**src/shared/gpbcd_pkg.sv**
```systemverilog
/*
 * gpbcd_pkg: register map, reset values and widths of the port B/C/D register block.
 * Assumes the CPU presents data-space addresses; short I/O addresses sit 0x20 lower.
 */
package gpbcd_pkg;
	localparam int          PORT_W        = 8;
	localparam int          ADDR_W        = 8;
	localparam logic [7:0]  IO_SHORT_OFFS = 8'h20;
	localparam logic [7:0]  IO_SHORT_MAX  = 8'h3F;
	localparam logic [7:0]  EXT_IO_BASE   = 8'h60;
	localparam logic [7:0]  OFFS_B_PIN    = 8'h23;
	localparam logic [7:0]  OFFS_B_DIR    = 8'h24;
	localparam logic [7:0]  OFFS_B_DATA   = 8'h25;
	localparam logic [7:0]  OFFS_C_PIN    = 8'h26;
	localparam logic [7:0]  OFFS_C_DIR    = 8'h27;
	localparam logic [7:0]  OFFS_C_DATA   = 8'h28;
	localparam logic [7:0]  OFFS_D_PIN    = 8'h29;
	localparam logic [7:0]  OFFS_D_DIR    = 8'h2A;
	localparam logic [7:0]  OFFS_D_DATA   = 8'h2B;
	localparam logic [7:0]  RST_DIR       = 8'h00;
	localparam logic [7:0]  RST_DATA      = 8'h00;
	localparam logic [7:0]  RD_UNMAPPED   = 8'h00;
endpackage

```
**src/rtl/gpbcd_top.sv**
```systemverilog
/*
 * gpbcd_top: I/O register block for ports B, C and D on the CPU register port.
 * Assumes a one-cycle write or read strobe with address; pins arrive asynchronously.
 */
`timescale 1ns/1ps
module gpbcd_top #(
	parameter int W = gpbcd_pkg::PORT_W
) (
	input  wire logic                         SYS_CLK,
	input  wire logic                         RST_N,
	input  wire logic [gpbcd_pkg::ADDR_W-1:0] ADDR,
	input  wire logic                         SHORT_IO,
	input  wire logic                         WR_EN,
	input  wire logic                         RD_EN,
	input  wire logic [W-1:0]                 WDATA,
	input  wire logic                         GLOBAL_PULLUP_DISABLE,
	input  wire logic [W-1:0]                 PB_IN,
	input  wire logic [W-1:0]                 PC_IN,
	input  wire logic [W-1:0]                 PD_IN,
	output logic      [W-1:0]                 RDATA,
	output logic                              HIT,
	output logic      [W-1:0]                 PB_OUT,
	output logic      [W-1:0]                 PB_OE,
	output logic      [W-1:0]                 PB_PULLUP,
	output logic      [W-1:0]                 PC_OUT,
	output logic      [W-1:0]                 PC_OE,
	output logic      [W-1:0]                 PC_PULLUP,
	output logic      [W-1:0]                 PD_OUT,
	output logic      [W-1:0]                 PD_OE,
	output logic      [W-1:0]                 PD_PULLUP
);
	logic [W-1:0] pb_s1_reg;
	logic [W-1:0] pb_s2_reg;
	logic [W-1:0] pc_s1_reg;
	logic [W-1:0] pc_s2_reg;
	logic [W-1:0] pd_s1_reg;
	logic [W-1:0] pd_s2_reg;
	logic         pu_dis_s1_reg;
	logic         pu_dis_s2_reg;
	logic [W-1:0] rdata_reg;
	logic [W-1:0] rdata_next;
	logic         hit_reg;
	logic         hit_next;
	logic [7:0]   eff_addr;
	logic         short_ok;
	logic         sel_b_pin;
	logic         sel_b_dir;
	logic         sel_b_data;
	logic         sel_c_pin;
	logic         sel_c_dir;
	logic         sel_c_data;
	logic         sel_d_pin;
	logic         sel_d_dir;
	logic         sel_d_data;
	logic         any_sel;
	logic [W-1:0] b_dir;
	logic [W-1:0] b_data;
	logic [W-1:0] c_dir;
	logic [W-1:0] c_data;
	logic [W-1:0] d_dir;
	logic [W-1:0] d_data;

	// short I/O space is 0x00..0x3F, mapped up by 0x20; extended region unreachable
	assign short_ok = (ADDR <= gpbcd_pkg::IO_SHORT_MAX);
	assign eff_addr = SHORT_IO ? (ADDR + gpbcd_pkg::IO_SHORT_OFFS) : ADDR;
	// short access beyond 0x3F never decodes, so 0x60 and up need load/store
	assign any_sel  = !SHORT_IO || short_ok;

	assign sel_b_pin  = any_sel && (eff_addr == gpbcd_pkg::OFFS_B_PIN);
	assign sel_b_dir  = any_sel && (eff_addr == gpbcd_pkg::OFFS_B_DIR);
	assign sel_b_data = any_sel && (eff_addr == gpbcd_pkg::OFFS_B_DATA);
	assign sel_c_pin  = any_sel && (eff_addr == gpbcd_pkg::OFFS_C_PIN);
	assign sel_c_dir  = any_sel && (eff_addr == gpbcd_pkg::OFFS_C_DIR);
	assign sel_c_data = any_sel && (eff_addr == gpbcd_pkg::OFFS_C_DATA);
	assign sel_d_pin  = any_sel && (eff_addr == gpbcd_pkg::OFFS_D_PIN);
	assign sel_d_dir  = any_sel && (eff_addr == gpbcd_pkg::OFFS_D_DIR);
	assign sel_d_data = any_sel && (eff_addr == gpbcd_pkg::OFFS_D_DATA);

	assign hit_next = sel_b_pin || sel_b_dir || sel_b_data || sel_c_pin || sel_c_dir
	               || sel_c_data || sel_d_pin || sel_d_dir || sel_d_data;

	// pin registers read synchronised pad levels
	assign rdata_next = !RD_EN     ? rdata_reg :
	                    sel_b_pin  ? pb_s2_reg :
	                    sel_b_dir  ? b_dir :
	                    sel_b_data ? b_data :
	                    sel_c_pin  ? pc_s2_reg :
	                    sel_c_dir  ? c_dir :
	                    sel_c_data ? c_data :
	                    sel_d_pin  ? pd_s2_reg :
	                    sel_d_dir  ? d_dir :
	                    sel_d_data ? d_data : gpbcd_pkg::RD_UNMAPPED;

	always_ff @(posedge SYS_CLK)
	begin
		if (!RST_N)
		begin
			pb_s1_reg  <= '0;
			pb_s2_reg  <= '0;
			pc_s1_reg  <= '0;
			pc_s2_reg  <= '0;
			pd_s1_reg  <= '0;
			pd_s2_reg  <= '0;
			pu_dis_s1_reg <= 1'b0;
			pu_dis_s2_reg <= 1'b0;
			rdata_reg  <= gpbcd_pkg::RD_UNMAPPED;
			hit_reg    <= 1'b0;
		end
		else
		begin
			pb_s1_reg  <= PB_IN;
			pb_s2_reg  <= pb_s1_reg;
			pc_s1_reg  <= PC_IN;
			pc_s2_reg  <= pc_s1_reg;
			pd_s1_reg  <= PD_IN;
			pd_s2_reg  <= pd_s1_reg;
			pu_dis_s1_reg <= GLOBAL_PULLUP_DISABLE;
			pu_dis_s2_reg <= pu_dis_s1_reg;
			rdata_reg  <= rdata_next;
			hit_reg    <= (RD_EN || WR_EN) && hit_next;
		end
	end

	assign RDATA = rdata_reg;
	assign HIT   = hit_reg;

	gpbcd_port #(.W(W)) u_port_b (
		.clk            (SYS_CLK),
		.rst_n          (RST_N),
		.dir_we         (WR_EN && sel_b_dir),
		.data_we        (WR_EN && sel_b_data),
		.pin_we         (WR_EN && sel_b_pin),
		.wdata          (WDATA),
		.pullup_disable (pu_dis_s2_reg),
		.pin_sync       (pb_s2_reg),
		.dir_q          (b_dir),
		.data_q         (b_data),
		.pad_out        (PB_OUT),
		.pad_oe         (PB_OE),
		.pullup_en      (PB_PULLUP)
	);

	gpbcd_port #(.W(W)) u_port_c (
		.clk            (SYS_CLK),
		.rst_n          (RST_N),
		.dir_we         (WR_EN && sel_c_dir),
		.data_we        (WR_EN && sel_c_data),
		.pin_we         (WR_EN && sel_c_pin),
		.wdata          (WDATA),
		.pullup_disable (pu_dis_s2_reg),
		.pin_sync       (pc_s2_reg),
		.dir_q          (c_dir),
		.data_q         (c_data),
		.pad_out        (PC_OUT),
		.pad_oe         (PC_OE),
		.pullup_en      (PC_PULLUP)
	);

	gpbcd_port #(.W(W)) u_port_d (
		.clk            (SYS_CLK),
		.rst_n          (RST_N),
		.dir_we         (WR_EN && sel_d_dir),
		.data_we        (WR_EN && sel_d_data),
		.pin_we         (WR_EN && sel_d_pin),
		.wdata          (WDATA),
		.pullup_disable (pu_dis_s2_reg),
		.pin_sync       (pd_s2_reg),
		.dir_q          (d_dir),
		.data_q         (d_data),
		.pad_out        (PD_OUT),
		.pad_oe         (PD_OE),
		.pullup_en      (PD_PULLUP)
	);
endmodule // gpbcd_top

```
**src/rtl/gpbcd_port.sv**
```systemverilog
/*
 * gpbcd_port: one 8-bit port with data, direction and pin-toggle registers.
 * Assumes strobes are one-cycle pulses from the decoder in the same clock domain.
 */
`timescale 1ns/1ps
module gpbcd_port #(
	parameter int W = 8
) (
	input  wire logic         clk,
	input  wire logic         rst_n,
	input  wire logic         dir_we,
	input  wire logic         data_we,
	input  wire logic         pin_we,
	input  wire logic [W-1:0] wdata,
	input  wire logic         pullup_disable,
	input  wire logic [W-1:0] pin_sync,
	output logic      [W-1:0] dir_q,
	output logic      [W-1:0] data_q,
	output logic      [W-1:0] pad_out,
	output logic      [W-1:0] pad_oe,
	output logic      [W-1:0] pullup_en
);
	logic [W-1:0] dir_reg;
	logic [W-1:0] dir_next;
	logic [W-1:0] data_reg;
	logic [W-1:0] data_next;
	logic [W-1:0] out_reg;
	logic [W-1:0] oe_reg;
	logic [W-1:0] pu_reg;
	logic [W-1:0] pu_next;

	// direction store, each bit on its own
	assign dir_next  = dir_we ? wdata : dir_reg;
	// pin-register write flips written ones, data write stores
	assign data_next = pin_we ? (data_reg ^ wdata) :
	                   (data_we ? wdata : data_reg);
	assign pu_next   = pullup_disable ? {W{1'b0}} : (~dir_next & data_next);

	always_ff @(posedge clk)
	begin
		if (!rst_n)
		begin
			dir_reg  <= gpbcd_pkg::RST_DIR;
			data_reg <= gpbcd_pkg::RST_DATA;
			out_reg  <= gpbcd_pkg::RST_DATA;
			oe_reg   <= gpbcd_pkg::RST_DIR;
			pu_reg   <= {W{1'b0}};
		end
		else
		begin
			dir_reg  <= dir_next;
			data_reg <= data_next;
			out_reg  <= data_next;
			oe_reg   <= dir_next;
			pu_reg   <= pu_next;
		end
	end

	assign dir_q     = dir_reg;
	assign data_q    = data_reg;
	assign pad_out   = out_reg;
	assign pad_oe    = oe_reg;
	assign pullup_en = pu_reg;
endmodule // gpbcd_port

```
**config.mk**
```make
export PLATFORM = sky130hd
export DESIGN_NAME = gpbcd_top
export DESIGN_NICKNAME = d
export VERILOG_FILES = /design/src/shared/gpbcd_pkg.sv /design/src/rtl/gpbcd_top.sv /design/src/rtl/gpbcd_port.sv
export SDC_FILE = /design/constraint.sdc
export NUM_CORES = 1
export LEC_CHECK = 0
export ABC_AREA = 1
export BUFFER_PORTS_ARGS = -buffer_cell sky130_fd_sc_hd__buf_2
export CORE_UTILIZATION = 40
export CTS_CLUSTER_SIZE = 8
export DETAILED_ROUTE_END_ITERATION = 8
export PLACE_DENSITY = 0.71
export SLEW_MARGIN = 20
export SYNTH_ARGS = -nofsm -noshare
export SYNTH_HDL_FRONTEND = slang
export SYNTH_SLANG_ARGS = --single-unit
```
**constraint.sdc**
```tcl
create_clock -name SYS_CLK -period 2.56 [get_ports SYS_CLK]
set_clock_uncertainty 0.05 [all_clocks]
set_input_delay 0.512 -clock SYS_CLK [delete_from_list [all_inputs] [get_ports SYS_CLK]]
set_output_delay 0.512 -clock SYS_CLK [all_outputs]
set_load 0.01 [all_outputs]
```
==> results of run 1 <==
## how the worst max path moves through the flow
stage | startpoint | end | slack [ns]
2_1_floorplan | ADDR[5] | u_port_b.pullup_en[4] | 0.44
3_3_place_gp | ADDR[5] | RDATA[3] | 0.06
3_5_place_dp | ADDR[5] | RDATA[3] | 0.03
4_1_cts | ADDR[5] | RDATA[3] | 0.47
5_1_grt | ADDR[5] | RDATA[3] | 0.20
6_report | ADDR[5] | RDATA[3] | 0.44
## synthesized netlist by cell type, drive strengths merged, types with 2 or more instances
master,instances
inv,124
nor3,21
a21oi,14
xnor2,8
o2111ai,3
buf,6
o211ai,2
nand4,17
dfxtp,131
clkbuf,17
nand3,21
nor3b,8
or2,2
nor4,3
o21ai,27
nor2,109
nand2,184
xor2,16
## cell families after synthesis
family | Yosys count
XOR/XNOR | 24
adder cells (fa/ha/maj) | 1
buffers and inverters | 148
AO/OA/AOI/OAI | 48
AND/OR/NAND/NOR | 366
flip-flops | 131
## layout make-up
cell class              instances  area [um2]  area share
clock buffers                  21         470      0.0690
clock inverters                11         175      0.0257
inverters                     125         469      0.0689
multi-input cells             439        2110       0.310
flip-flops and latches        131        2620       0.385
well taps                     172         215      0.0316
repair buffers                142         751       0.110
## metrics by stage
step                      area (um2)   util  worst slack, ns  instances
after floorplan                 5310      -            0.436        718
after global placement          6170  0.483           0.0563       1009
after detailed placement        6170  0.483           0.0254       1009
after CTS                       6810  0.533            0.471       1041
after global routing            6810  0.533            0.205       1041
final                           6810  0.533            0.436       1041
## routing by layer
| layer | part of all wire | wire length, um | track usage | vias to the layer above |
|---|---|---|---|---|
| met3 | 0.058 | 810 | 0.0582 | 31 |
| met4 | 0.029 | 413 | 0.111 | 0 |
| met1 | 0.47 | 6530 | 0.283 | 2100 |
| met2 | 0.45 | 6280 | 0.331 | 157 |
| met5 | 0 | 0 | 0 | - |
| li1 | - | - | - | 2462 |
## worst min-delay path, stage by stage
cell	delay (ns)
buf_2	0.07
nand2_1	0.04
inv_1	0.04
## cell usage in the layout, fill, tap and decap left out, types with 4 or more instances in the layout
cell       instances
a21oi_1           13
buf_2            126
buf_4             16
bufinv_16          4
clkbuf_16         17
dfxtp_1          131
inv_1            120
inv_2              4
nand2_1          178
nand2_2            6
nand3_1           20
nand4_1           16
nor2_1           103
nor3_1            21
nor3b_1            7
o21ai_0            8
o21ai_1           18
xnor2_1            8
xor2_1            16
## power by group through the flow
stage	clock, W	sequential (W)	combinational, W
2_1_floorplan	0	0.00213	0.000125
3_3_place_gp	0	0.00214	0.000215
3_5_place_dp	0	0.00214	0.000216
4_1_cts	0.00263	0.00209	0.000216
5_1_grt	0.00274	0.00210	0.000241
6_report	0.00259	0.00209	0.000215
==> impl_metrics.csv, run 1 <==
group,metric,value,unit
route,drcViolationCount,0,
worst_setup_path,startpoint_type,"primary input",
grt,antenna_found_initial,0,
place,place_congestion,0.882,
synth,synthMuxAreaShare,0,
clocking,clk_latency,0.42,ns
worst_setup_path,end_kind,"flop",
layout,areaGrowthSynthToFinish,28.3,%
pwr,p_int,0.00386,W
synth,synth_nets,765,
die,die_h,117,um
synth,syn_area,5310,um2
worst_setup_path,worstReg2RegEnd,"u_port_c.pullup_en[7]",
grt,grt_pass1_vias,4378,
worst_setup_path,crit_family,"simple AND/OR/NAND/NOR gates",
route,ant_nets,0,
worst_setup_path,r2r_setup_slack,1.28,ns
timing,maxSlewViolCount,0,
route,firstDrtPassIters,5,
synth,synth_area_leaders,"dfxtp_1 49%, nand2_1 13%, inv_1 8.5%, nor2_1 7.3%, xor2_1 2.6%",
place,io_buffers,126,
synth,syn_area_per_cell,7.40,um2
pwr,pwr-share-comb,0.044,
synth,synth_top_family_by_area,"simple AND/OR/NAND/NOR gates",
synth,ys.flop_type,"dfxtp_1",
clocking,cts_buffers,17,
synth,synth_top_area_frac,0.494,
pwr,ir_worst_vdd,399,uV
worst_setup_path,path_buf_inv,3,
pwr,pwr_density_cell,719,nW/um2
timing,period_minus_slack,2.12,ns
route,dr.first_iter.drc_count,451,
worst_setup_path,r2r_cells,2,
die,num_rows,41,
grt,grt_pass1_wl,21900,um
clocking,cts_sinks,131,
grt,track_usage,0.218,
worst_hold_path,min_path_type,"primary input to flop",
synth,synth_simple_gate_area_frac,0.303,
pwr,seq_power_share,0.427,
worst_setup_path,crit_chain,"buf_2, ha_1, nor2_1, nand2_1, nand2_2, inv_1, nor2_4, nand3_1, inv_1, nand2_1, o211ai_1, nor2_1, nand4_1, nand2_1, a21oi_1",
synth,synth_edf_count,0,
route,routed_wl,14000,um
layout,antenna_cells,0,
die,coreArea,12800,um2
timing,setup_viol,0,
timing,hold_violations,0,
pwr,p_sw_frac,0.213,
timing,finalCritPeriodShare,0.830,
worst_setup_path,critPathMaxStageDelay,0.28,ns
pwr,p_sw,0.00104,W
synth,synth-xor-area-share,0.0396,
synth,synth_compound_area_frac,0.0530,
clocking,cts-resized-gates,0,
place,dp_hpwl,10600,um
worst_setup_path,r2r-start,"pu_dis_s2_reg",
die,start_util,0.416,
pwr,leakagePower,3.47,nW
synth,synth_area_leader_cell,"dfxtp_1",
synth,synth_cells,718,
timing,worst_pin_slew,0.624,ns
route,vias,4750,
timing,rsz0062_at_grt,"no",
timing,whs,0.219,ns
layout,nets,903,
outcome,status,"complete, no violations",
timing,tns,0,ns
pwr,clkPwrFrac,0.529,
synth,synth-seq-cells,131,
synth,ys.warnings.count,0,
clocking,hold_buffers,0,
timing,max_slew_margin,0.584,
worst_setup_path,cp_common_cell,"nand2_1",
clocking,cts_max_path_buffers,2,
worst_hold_path,min_from,"PC_IN[5]",
clocking,htreeDepth,4,
worst_setup_path,critPathSlowestCell,"ha_1",
worst_setup_path,cp.depth,15,
layout,fillers,1278,
worst_setup_path,cp.required,2.86,ns
timing,timing.fmax,471,MHz
grt,grt_max_degree,57,
worst_setup_path,crit_type,"primary input to flop",
clocking,clock-root-buffer,"clkbuf_16",
worst_setup_path,arrival,2.42,ns
worst_setup_path,critPathMaxFanout,12,
route,via_per_inst,4.56,
worst_hold_path,whs_path_depth,3,
grt,grt-ovfl-total,0,
die,dieWidth,117,um
worst_hold_path,holdPathEnd,"pc_s1_reg[5]",
clocking,tritoncts,"built",
die,dieArea,13700,um2
layout,layout-drive-gt1-share,0.228,
die,io_pins,127,
clocking,clk_transition_reported_paths,0.06,ns
synth,synthAdderAreaFrac,0.00236,
flow_run,max_cap_viol_count,0,
route,wire_per_inst,13.5,um
pwr,finalPower,0.00490,W
synth,yosysSeqAreaShare,0.494,
synth,synth_cell_types,37,
clocking,cts_setup_buffers,0,
synth,async_flop_share,0,
(Power assumes the default switching activity.)
==> run 2: changes to the inputs <==
- PLACE_DENSITY: 0.71 -> 0.74
- clock period: 2.56 -> 1.7 ns (I/O delays scaled with it)
==> impl_metrics.csv, run 2 (same netlist as run 1, synthesis figures left out) <==
group,metric,value,unit
timing,hold_violations,0,
timing,max_slew_margin,0.540,
layout,final_area,7690,um2
pwr,p_int,0.00571,W
timing,period_minus_slack,1.84,ns
die,dieWidth,117,um
timing,fin_ws,-0.139,ns
worst_setup_path,arrival,2.07,ns
pwr,finalPower,0.00730,W
clocking,htreeDepth,4,
die,io_pins,127,
clocking,clk_transition_reported_paths,0.06,ns
pwr,pwr_density_cell,950,nW/um2
timing,whs,0.0502,ns
place,io_buffers,126,
worst_setup_path,startpoint_type,"primary input",
worst_setup_path,critPathSlowestCell,"ha_4",
route,routed_wl,15600,um
clocking,clock-root-buffer,"clkbuf_16",
clocking,cts_buffers,17,
place,place_area,6480,um2
die,dieArea,13700,um2
route,firstDrtPassIters,5,
route,ant_nets,0,
worst_setup_path,critPathMaxStageDelay,0.23,ns
layout,final_cell_mix,"155 x nand2_1, 131 x dfxtp_1, 124 x buf_2",
worst_hold_path,min_path_type,"primary input to flop",
pwr,p_sw_frac,0.218,
clocking,clk_latency,0.42,ns
grt,grt-ovfl-total,0,
layout,layout-drive-gt1-share,0.356,
clocking,tritoncts,"built",
die,start_util,0.416,
pwr,seq_power_share,0.432,
worst_setup_path,cp.required,1.93,ns
flow_run,max_cap_viol_count,0,
grt,track_usage,0.233,
route,wire_per_inst,14.4,um
grt,antenna_found_initial,0,
layout,finish.utilization,0.602,
pwr,ir_worst_vdd,637,uV
timing,rsz0062_at_grt,"yes",
timing,finalCritPeriodShare,1.08,
timing,worst_pin_slew,0.690,ns
grt,grt_pass1_wl,23600,um
layout,nets,947,
clocking,cts_sinks,131,
die,num_rows,41,
grt,grt_max_degree,57,
place,dp.cells,1040,
die,die_h,117,um
worst_setup_path,crit_type,"primary input to flop",
layout,areaGrowthSynthToFinish,44.8,%
worst_setup_path,crit_family,"simple AND/OR/NAND/NOR gates",
route,vias,5066,
outcome,status,"complete, but fails checks",
grt,grt_pass1_vias,4616,
die,coreArea,12800,um2
worst_setup_path,end_kind,"flop",
timing,timing.fmax,544,MHz
route,dr.first_iter.drc_count,444,
layout,antenna_cells,0,
place,place_congestion,0.915,
outcome,failed_checks,"setup timing",
route,drcViolationCount,0,
pwr,p_sw,0.00159,W
pwr,pwr-share-comb,0.060,
timing,maxSlewViolCount,0,
pwr,leakagePower,3.88,nW
pwr,clkPwrFrac,0.508,
place,dp_hpwl,11100,um
worst_setup_path,critPathMaxFanout,7,
timing,setup_viol,52,
worst_setup_path,path_buf_inv,2,
route,via_per_inst,4.67,
worst_setup_path,cp_common_cell,"nand2_4",
layout,final_common_cell,"nand2_1",
worst_setup_path,crit_chain,"buf_8, ha_4, nor2_4, nand2_2, nand2_4, nand3_4, nor2_4, nand2_4, a21oi_4, buf_6, nand2_4, xnor2_4, nor3_2",
clocking,cts_max_path_buffers,2,
layout,stdcell_count,1085,
run 2: repair_timing:
item	in CTS	in global routing
resized for setup	20	92
buffers inserted	4	8
gates cloned	0	1
endpoints found under the setup margin	52	76
pin swaps	6	28
hold buffers	0	0
run 2: routing by layer:
layer	track usage	vias up	wire, um
met5	0	-	0
met1	0.291	2287	6800
met2	0.367	194	7160
met3	0.0644	40	1060
met4	0.122	0	575
li1	-	2545	-
run 2: cell type report:
cell class                 count  area (um2)
clock buffer                  23         478
clock inverter                 9         128
fill                        1105        5090
inverter                     125         482
multi-input combinational    439        2620
sequential                   131        2620
tap                          172         215
timing repair buffer         186        1150
run 2: worst register-to-register path, cell delays in order, from the launching register on:
cell and delay [ns]:
dfxtp_1 0.36, nand3_1 0.10, nand2_1 0.08, nor2_1 0.17, nand4_1 0.14, nand2_1 0.10, nand3_1 0.08, nand2_1 0.07
a21oi_1 0.05
run 2: power by group through the flow:
stage,Clock (W),Sequential (W),Combinational (W)
CTS,0.00376,0.00315,0.000389
global placement,0,0.00322,0.000379
floorplan,0,0.00321,0.000195
detailed placement,0,0.00322,0.000380
global route,0.00389,0.00316,0.000478
finish,0.00371,0.00315,0.000437
run 2: metrics by stage:
step	setup TNS, ns	worst slack (ns)
2_1_floorplan	-9.12	-0.206
3_3_place_gp	-35.42	-0.591
3_5_place_dp	-36.81	-0.603
4_1_cts	-0.874	-0.0507
5_1_grt	-8.65	-0.232
6_report	-4.29	-0.139
run 2: path summary, 6_finish.rpt:
kind / start / to / slack [ns] / cells after the start
max reg2reg: u_port_d.data_q[4] / RDATA[4] / 0.35 / 8
max: ADDR[5] / u_port_b.pullup_en[2] / -0.14 / 13
min reg2reg: pb_s1_reg[4] / pb_s2_reg[4] / 0.36 / 2
min: GLOBAL_PULLUP_DISABLE / pu_dis_s1_reg / 0.05 / 3
